**src/common/sdmr_pkg.sv**
```systemverilog
/*
 mode-register package: addresses, field positions, reset values and codes
 for the device-information and first feature registers.
 assumes nothing beyond a SystemVerilog compiler.
*/
`default_nettype none
package sdmr_pkg;
   // register addresses on the mode-register command path
   localparam logic [7:0] MA_DEVICE_INFO        = 8'h00;
   localparam logic [7:0] MA_DEVICE_FEATURE_ONE = 8'h01;
   localparam logic [7:0] MA_CALIBRATION        = 8'h0A;

   // device_info field positions
   localparam int INFO_AUTO_INIT_BIT   = 0;
   localparam int INFO_SELFTEST_LO     = 3;
   localparam int INFO_ALT_WL_BIT      = 6;
   localparam int INFO_LOWEST_LAT_BIT  = 7;

   // device_feature_one field positions
   localparam int FEAT_BURST_LEN_LO    = 0;
   localparam int FEAT_BURST_ORDER_BIT = 3;
   localparam int FEAT_WR_LO           = 5;

   // self-test codes
   localparam logic [1:0] ST_UNSUPPORTED = 2'h0;
   localparam logic [1:0] ST_PIN_HIGH    = 2'h1;
   localparam logic [1:0] ST_PIN_GND     = 2'h2;
   localparam logic [1:0] ST_PASS        = 2'h3;

   // device options, fixed per die
   localparam logic SELFTEST_SUPPORTED = 1'b1;
   localparam logic ALT_WL_SUPPORTED   = 1'b1;
   localparam logic LOWEST_LAT_SUPPORT = 1'b0;

   // feature reset values and codes
   localparam logic [2:0] BURST_LEN_8     = 3'h3;
   localparam logic       BURST_ORDER_RST = 1'b0;
   localparam logic [2:0] WR_CODE_RST     = 3'h0;
   localparam logic [2:0] BURST_LAST      = 3'h7;

   // one-hot burst sequencer states
   typedef enum logic [1:0] {
      SDMR_IDLE  = 2'b01,
      SDMR_BURST = 2'b10
   } sdmr_burst_e;
endpackage : sdmr_pkg
`default_nettype wire

```
**src/logic/sdmr_top.sv**
```systemverilog
/*
 mode-register logic for the device-information register (read only) and
 the first feature register (write only), plus burst column sequencing and
 calibration-command gating.
 assumes commands arrive already decoded, one per enabled clock, and that
 the extension bit of the second feature register comes in on a port.
*/
`timescale 1ns/1ns
`default_nettype none
module sdmr_top
(
   // clock, reset, enable
   input  wire  logic       CLOCK_I,
   input  wire  logic       ARST_N_I,
   input  wire  logic       CE_I,
   // mode-register commands
   input  wire  logic       MRW_I,
   input  wire  logic       MRR_I,
   input  wire  logic [7:0] MA_I,
   input  wire  logic [7:0] OP_I,
   output var   logic [7:0] MRR_DATA_O,
   output var   logic       MRR_VALID_O,
   // device core status
   input  wire  logic       INIT_DONE_I,
   input  wire  logic       ZQ_INIT_DONE_I,
   input  wire  logic       ZQ_HIGH_I,
   input  wire  logic       ZQ_LOW_I,
   input  wire  logic       NWRE_I,
   // calibration and driver control
   output var   logic       FACTORY_TRIM_O,
   output var   logic       CAL_GO_O,
   output var   logic [7:0] CAL_CODE_O,
   // feature outputs
   output var   logic [2:0] BURST_LEN_O,
   output var   logic       BURST_ORDER_O,
   output var   logic [4:0] WR_CYCLES_O,
   // burst column sequencer
   input  wire  logic       BURST_START_I,
   input  wire  logic [2:1] COL_I,
   output var   logic       BURST_ACTIVE_O,
   output var   logic [2:0] BURST_COL_O
);
   import sdmr_pkg::*;

   typedef struct packed {
      logic        auto_init_state;
      logic [1:0]  cal_resistor_selftest;
      logic [2:0]  burst_len;
      logic        burst_order;
      logic [2:0]  write_recovery_cycles;
      logic [4:0]  wr_cycles;
      logic [7:0]  mrr_data;
      logic        mrr_valid;
      logic        factory_trim;
      logic        cal_go;
      logic [7:0]  cal_code;
      sdmr_burst_e burst_state;
      logic [2:0]  burst_col;
      logic [2:0]  burst_cnt;
   } sdmr_state_s;

   sdmr_state_s s_q;
   sdmr_state_s s_d;
   logic        sync_1_q;
   logic        rst_n;

   // write-recovery decode; zero marks a reserved code
   function automatic logic [4:0] sdmr_wr_decode(input logic       ext,
                                                 input logic [2:0] code);
      logic [4:0] cyc;
      cyc = 5'h00;
      if (!ext)
      begin
         case (code)
            3'h1:    cyc = 5'h03;
            3'h4:    cyc = 5'h06;
            3'h6:    cyc = 5'h08;
            3'h7:    cyc = 5'h09;
            default: cyc = 5'h00;
         endcase
      end
      else
      begin
         case (code)
            3'h0:    cyc = 5'h0A;
            3'h1:    cyc = 5'h0B;
            3'h2:    cyc = 5'h0C;
            3'h4:    cyc = 5'h0E;
            3'h6:    cyc = 5'h10;
            default: cyc = 5'h00;
         endcase
      end
      return cyc;
   endfunction : sdmr_wr_decode

   function automatic logic sdmr_is_fault(input logic [1:0] st);
      return (st == ST_PIN_HIGH) || (st == ST_PIN_GND);
   endfunction : sdmr_is_fault

   // reset release through two flops; assertion stays asynchronous
   always_ff @(posedge CLOCK_I or negedge ARST_N_I)
   begin
      if (!ARST_N_I)
      begin
         sync_1_q <= 1'b0;
         rst_n    <= 1'b0;
      end
      else
      begin
         sync_1_q <= 1'b1;
         rst_n    <= sync_1_q;
      end
   end

   always_comb
   begin
      s_d           = s_q;
      // pulses clear only on enabled clocks so a frozen block holds them
      if (CE_I)
      begin
         s_d.mrr_valid       = 1'b0;
         s_d.cal_go          = 1'b0;
         s_d.auto_init_state = ~INIT_DONE_I;
         // code 11 only says a resistor was seen
         if (SELFTEST_SUPPORTED && ZQ_INIT_DONE_I)
         begin
            if (ZQ_HIGH_I)
               s_d.cal_resistor_selftest = ST_PIN_HIGH;
            else if (ZQ_LOW_I)
               s_d.cal_resistor_selftest = ST_PIN_GND;
            else
               s_d.cal_resistor_selftest = ST_PASS;
         end
         s_d.factory_trim = sdmr_is_fault(s_d.cal_resistor_selftest);
         if (MRR_I)
         begin
            s_d.mrr_valid = 1'b1;
            s_d.mrr_data  = 8'h00;
            // write-only registers read as zero rather than undefined
            if (MA_I == MA_DEVICE_INFO)
            begin
               s_d.mrr_data[INFO_AUTO_INIT_BIT] = s_q.auto_init_state;
               s_d.mrr_data[INFO_SELFTEST_LO +: 2] =
                  s_q.cal_resistor_selftest;
               s_d.mrr_data[INFO_ALT_WL_BIT] = ALT_WL_SUPPORTED;
               s_d.mrr_data[INFO_LOWEST_LAT_BIT] = LOWEST_LAT_SUPPORT;
            end
         end
         else if (MRW_I)
         begin
            // the read-only address falls through untouched
            if (MA_I == MA_DEVICE_FEATURE_ONE)
            begin
               // reserved burst lengths are not taken
               if (OP_I[FEAT_BURST_LEN_LO +: 3] == BURST_LEN_8)
                  s_d.burst_len = BURST_LEN_8;
               s_d.burst_order = OP_I[FEAT_BURST_ORDER_BIT];
               s_d.write_recovery_cycles = OP_I[FEAT_WR_LO +: 3];
            end
            else if (MA_I == MA_CALIBRATION && !s_q.factory_trim)
            begin
               s_d.cal_go   = 1'b1;
               s_d.cal_code = OP_I;
            end
         end
         s_d.wr_cycles = sdmr_wr_decode(NWRE_I,
                                        s_q.write_recovery_cycles);
         case (s_q.burst_state)
            SDMR_IDLE:
            begin
               if (BURST_START_I)
               begin
                  s_d.burst_state = SDMR_BURST;
                  s_d.burst_col   = {COL_I, 1'b0};
                  s_d.burst_cnt   = 3'h0;
               end
            end
            SDMR_BURST:
            begin
               s_d.burst_col = s_q.burst_col + 3'h1;
               s_d.burst_cnt = s_q.burst_cnt + 3'h1;
               if (s_q.burst_cnt == BURST_LAST)
               begin
                  s_d.burst_state = SDMR_IDLE;
                  s_d.burst_col   = 3'h0;
               end
            end
            default:
            begin
               s_d.burst_state = SDMR_IDLE;
            end
         endcase
      end
   end

   always_ff @(posedge CLOCK_I or negedge rst_n)
   begin
      if (!rst_n)
      begin
         s_q                       <= '0;
         s_q.auto_init_state       <= 1'b1;
         s_q.cal_resistor_selftest <= ST_UNSUPPORTED;
         s_q.burst_len             <= BURST_LEN_8;
         s_q.burst_order           <= BURST_ORDER_RST;
         s_q.write_recovery_cycles <= WR_CODE_RST;
         s_q.burst_state           <= SDMR_IDLE;
      end
      else
      begin
         s_q <= s_d;
      end
   end

   assign MRR_DATA_O     = s_q.mrr_data;
   assign MRR_VALID_O    = s_q.mrr_valid;
   assign FACTORY_TRIM_O = s_q.factory_trim;
   assign CAL_GO_O       = s_q.cal_go;
   assign CAL_CODE_O     = s_q.cal_code;
   assign BURST_LEN_O    = s_q.burst_len;
   assign BURST_ORDER_O  = s_q.burst_order;
   assign WR_CYCLES_O    = s_q.wr_cycles;
   assign BURST_ACTIVE_O = s_q.burst_state[1]; // one-hot burst bit
   assign BURST_COL_O    = s_q.burst_col;
endmodule : sdmr_top
`default_nettype wire
```
**config.mk**
```make
export PLATFORM = sky130hd
export DESIGN_NAME = sdmr_top
export DESIGN_NICKNAME = d
export VERILOG_FILES = /design/src/common/sdmr_pkg.sv /design/src/logic/sdmr_top.sv
export SDC_FILE = /design/constraint.sdc
export NUM_CORES = 1
export LEC_CHECK = 0
export CAP_MARGIN = 40
export CORE_ASPECT_RATIO = 1.5
export CORE_MARGIN = 5
export CORE_UTILIZATION = 55
export CTS_CLUSTER_SIZE = 12
export DETAILED_ROUTE_END_ITERATION = 7
export DONT_BUFFER_PORTS = 1
export PLACE_DENSITY = 0.85
export SLEW_MARGIN = 25
export SYNTH_ARGS = -nofsm -noshare
export SYNTH_HDL_FRONTEND = slang
export SYNTH_SLANG_ARGS = --single-unit
```
**constraint.sdc**
```tcl
create_clock -name CLOCK_I -period 1.1 [get_ports CLOCK_I]
set_input_delay 0.165 -clock CLOCK_I [delete_from_list [all_inputs] [get_ports CLOCK_I]]
set_output_delay 0.165 -clock CLOCK_I [all_outputs]
set_load 0.02 [all_outputs]
```
==> impl_metrics.toml <==
[worst_hold_path]
whs_path_depth = 1
hp-class = "in -> reg"
min_to = "CAL_CODE_O[5]"
min_from = "OP_I[5]"

[route]
drc_errors = 0
vias_per_cell = 5.61
ant_nets = 0
drtIter0Drc = 33
routed_wl_um = 4010
via_count = 1252
drt_pass1_iterations = 4
routedWlPerCell_um = 18.0

[die]
die-area_um2 = 4680
top_level_ports = 61
start_util_pct = 55.6
die_w_um = 57.5
fp.coreArea_um2 = 3350
rows = 26
die_y_um = 81.3

[sta]
hold_viol = 0
fmax_ghz = 0.657
maxSlewViolCount = 0
min_period_over_period_pct = 138
finalClockSkew_ns = 0.00459
setup_viol = 17
min_period_ns = 1.52
setup_ws_ns = -0.421
rsz0062_at_grt = "yes"

[clock_network]
root_buffer = "clkbuf_8"
clk_latency_ns = 0.28
clk_pin_slew_ns = 0.07
cts_num_sinks = 37
cts_tree = "done"
h-tree-depth = 2
cts_buffers = 5
cts.path.max_buffers = 2

[placed_design]
place.port_buffers = 0
gp_congestion = 0.801
dpl.hpwl_um = 2880

[flow_run]
cap_violations = 0

[power]
p_per_area_nw_per_um2 = 1720
finalPower_w = 0.00377
vdd_drop_max_v = 0.00129
leakage_nw = 1.05

[final_layout]
diodes = 0
syn_to_final_growth_pct = 17.8
drive_gt1_share_pct = 44.8
final_util_pct = 65.5
final_nets = 212

[global_route]
grt_use_total_pct = 17.5
antenna_found_initial = 0
first_global_vias = 1331
grt-ovfl-total = 0
grt_max_degree = 36
grt_pass1_wl_um = 6150

[setup_path]
cpPeakStageDelay_ns = 0.45
timing.rr.start = "s_q[1]"
r2r_slack_ns = -0.42
endpoint_kind = "flip-flop"
critPathMaxFanout = 2
r2r_cells = 5
crit_cells = 5
worstReg2RegEnd = "BURST_COL_O[2]"
path_class = "reg -> reg"
worst-endpoint-arrival_ns = 1.73
critPathTopFamily = "simple AND/OR/NAND/NOR gates"
path_cells = "ha_2, ha_4, or4b_1, o21ai_1, a221o_1"
critPathBufInv = 0
cp_slowest_cell = "or4b_1"
worstPathRequired_ns = 1.31
cp-start-kind = "flip-flop"

[status]
run_status = "finished, violations left"
violations = "setup timing"

[yosys]
synth_seq_cells = 37
synth_warnings = 0
ys_types = 46
synth_area_leaders = "dfrtp_1 (47%), buf_4 (11%), mux2_2 (7.9%)"
yosysTopAreaCellShare_pct = 47.0
synth_edf_count = 0
synth-main-ff-cell = "dfrtp_1"
syn_inst = 165
yosysSeqAreaShare_pct = 49.8
ys_async_sr_fraction_pct = 100
synth_top_area_cell = "dfrtp_1"
synth.avg_cell_area_um2 = 11.3
syn-cell-area_um2 = 1860
kinds of logic after synthesis:
| logic type | share of synthesized area, % |
|---|---|
| compound gates | 10.1 |
| mux | 9.19 |
| flops | 49.8 |
| other cells | 0.403 |
| fa+ha+maj | 2.01 |
| xor+xnor | 0.470 |
| buf+inv | 13.6 |
| simple gates | 14.4 |
where the power goes:
group          switching (W)  internal, W  leakage [nW]
combinational       0.000551     0.000658         0.527
sequential          0.000150      0.00154         0.477
clock               0.000434     0.000438        0.0450
cell usage after synthesis (3+ instances only):
master   count
buf_4       27
a22o_1       3
nand2_1     10
ha_1         3
mux2_2      13
o21ai_0     13
inv_1        6
nor2_1       3
dfrtp_1     35
a21oi_1      5
nor3_1       3
metrics by stage:
step / TNS (ns) / hold WS (ns) / setup slack [ns] / cells / cell area (µm²)
3_3_place_gp: -4.03 / -0.131 / -0.386 / 204 / 1950
3_5_place_dp: -4.62 / -0.131 / -0.439 / 204 / 1950
5_1_grt: -3.64 / 0.0119 / -0.455 / 223 / 2200
4_1_cts: -2.99 / 0.00284 / -0.417 / 218 / 2140
6_report: -3.00 / 0.0311 / -0.421 / 223 / 2200
2_1_floorplan: -2.24 / -0.131 / -0.380 / 171 / 1940
repair_timing:
item,CTS,global route
buffers inserted,2,5
endpoints found under the hold margin,7,1
pin swaps,7,3
endpoints found under the setup margin,20,21
resized for setup,15,7
hold buffers,4,1
state kept, by name, indices dropped and copies added (netlist names):
signal and count:
s_q 10, FACTORY_TRIM_O 1, BURST_ORDER_O 1, WR_CYCLES_O 5, sync_1_q 1, BURST_COL_O 3, CAL_CODE_O 8, MRR_DATA_O 4
MRR_VALID_O 1, rst_n 1, BURST_ACTIVE_O 1, CAL_GO_O 1
layer usage:
layer | global-route usage, % | up-vias | wire length [µm]
met5 | 0 | - | 0
met4 | 7.42 | 0 | 82
met3 | 7.31 | 9 | 429
met2 | 29.9 | 56 | 1990
met1 | 18.8 | 617 | 1500
li1 | - | 570 | -
worst max path at each step:
stage / start / to / slack [ns]
3_3_place_gp: s_q[1] / BURST_COL_O[2] / -0.39
4_1_cts: s_q[0] / BURST_COL_O[2] / -0.42
5_1_grt: s_q[1] / BURST_COL_O[2] / -0.45
2_1_floorplan: s_q[0] / BURST_COL_O[2] / -0.38
6_report: s_q[1] / BURST_COL_O[2] / -0.42
3_5_place_dp: s_q[1] / BURST_COL_O[2] / -0.44
cell type report:
cell class,count,area (µm²)
clock buffers,6,72.6
clock inverters,2,10.0
fillers,248,1150
inverters,6,22.5
multi-input cells,96,792
flip-flops and latches,37,936
well taps,42,52.6
repair buffers,34,310
layout by cell type, fill, tap and decap left out, types with 2 or more instances in the layout:
| master | instances |
|---|---|
| a21o_1 | 2 |
| a21oi_1 | 2 |
| a21oi_2 | 3 |
| a22o_1 | 3 |
| and3b_1 | 2 |
| and4bb_2 | 2 |
| buf_4 | 20 |
| buf_6 | 8 |
| clkbuf_8 | 5 |
| clkinv_2 | 2 |
| conb_1 | 8 |
| dfrtp_1 | 29 |
| dfrtp_2 | 6 |
| dfstp_2 | 2 |
| dlygate4sd3_1 | 5 |
| inv_1 | 5 |
| mux2_2 | 5 |
| mux2_4 | 9 |
| nand2_1 | 10 |
| nand3_1 | 2 |
| nor2_1 | 3 |
| nor2b_1 | 2 |
| nor3_1 | 3 |
| o21ai_0 | 9 |
| o21ai_2 | 3 |
| or2b_1 | 2 |
No activity file was read; power rests on OpenSTA's default activity.
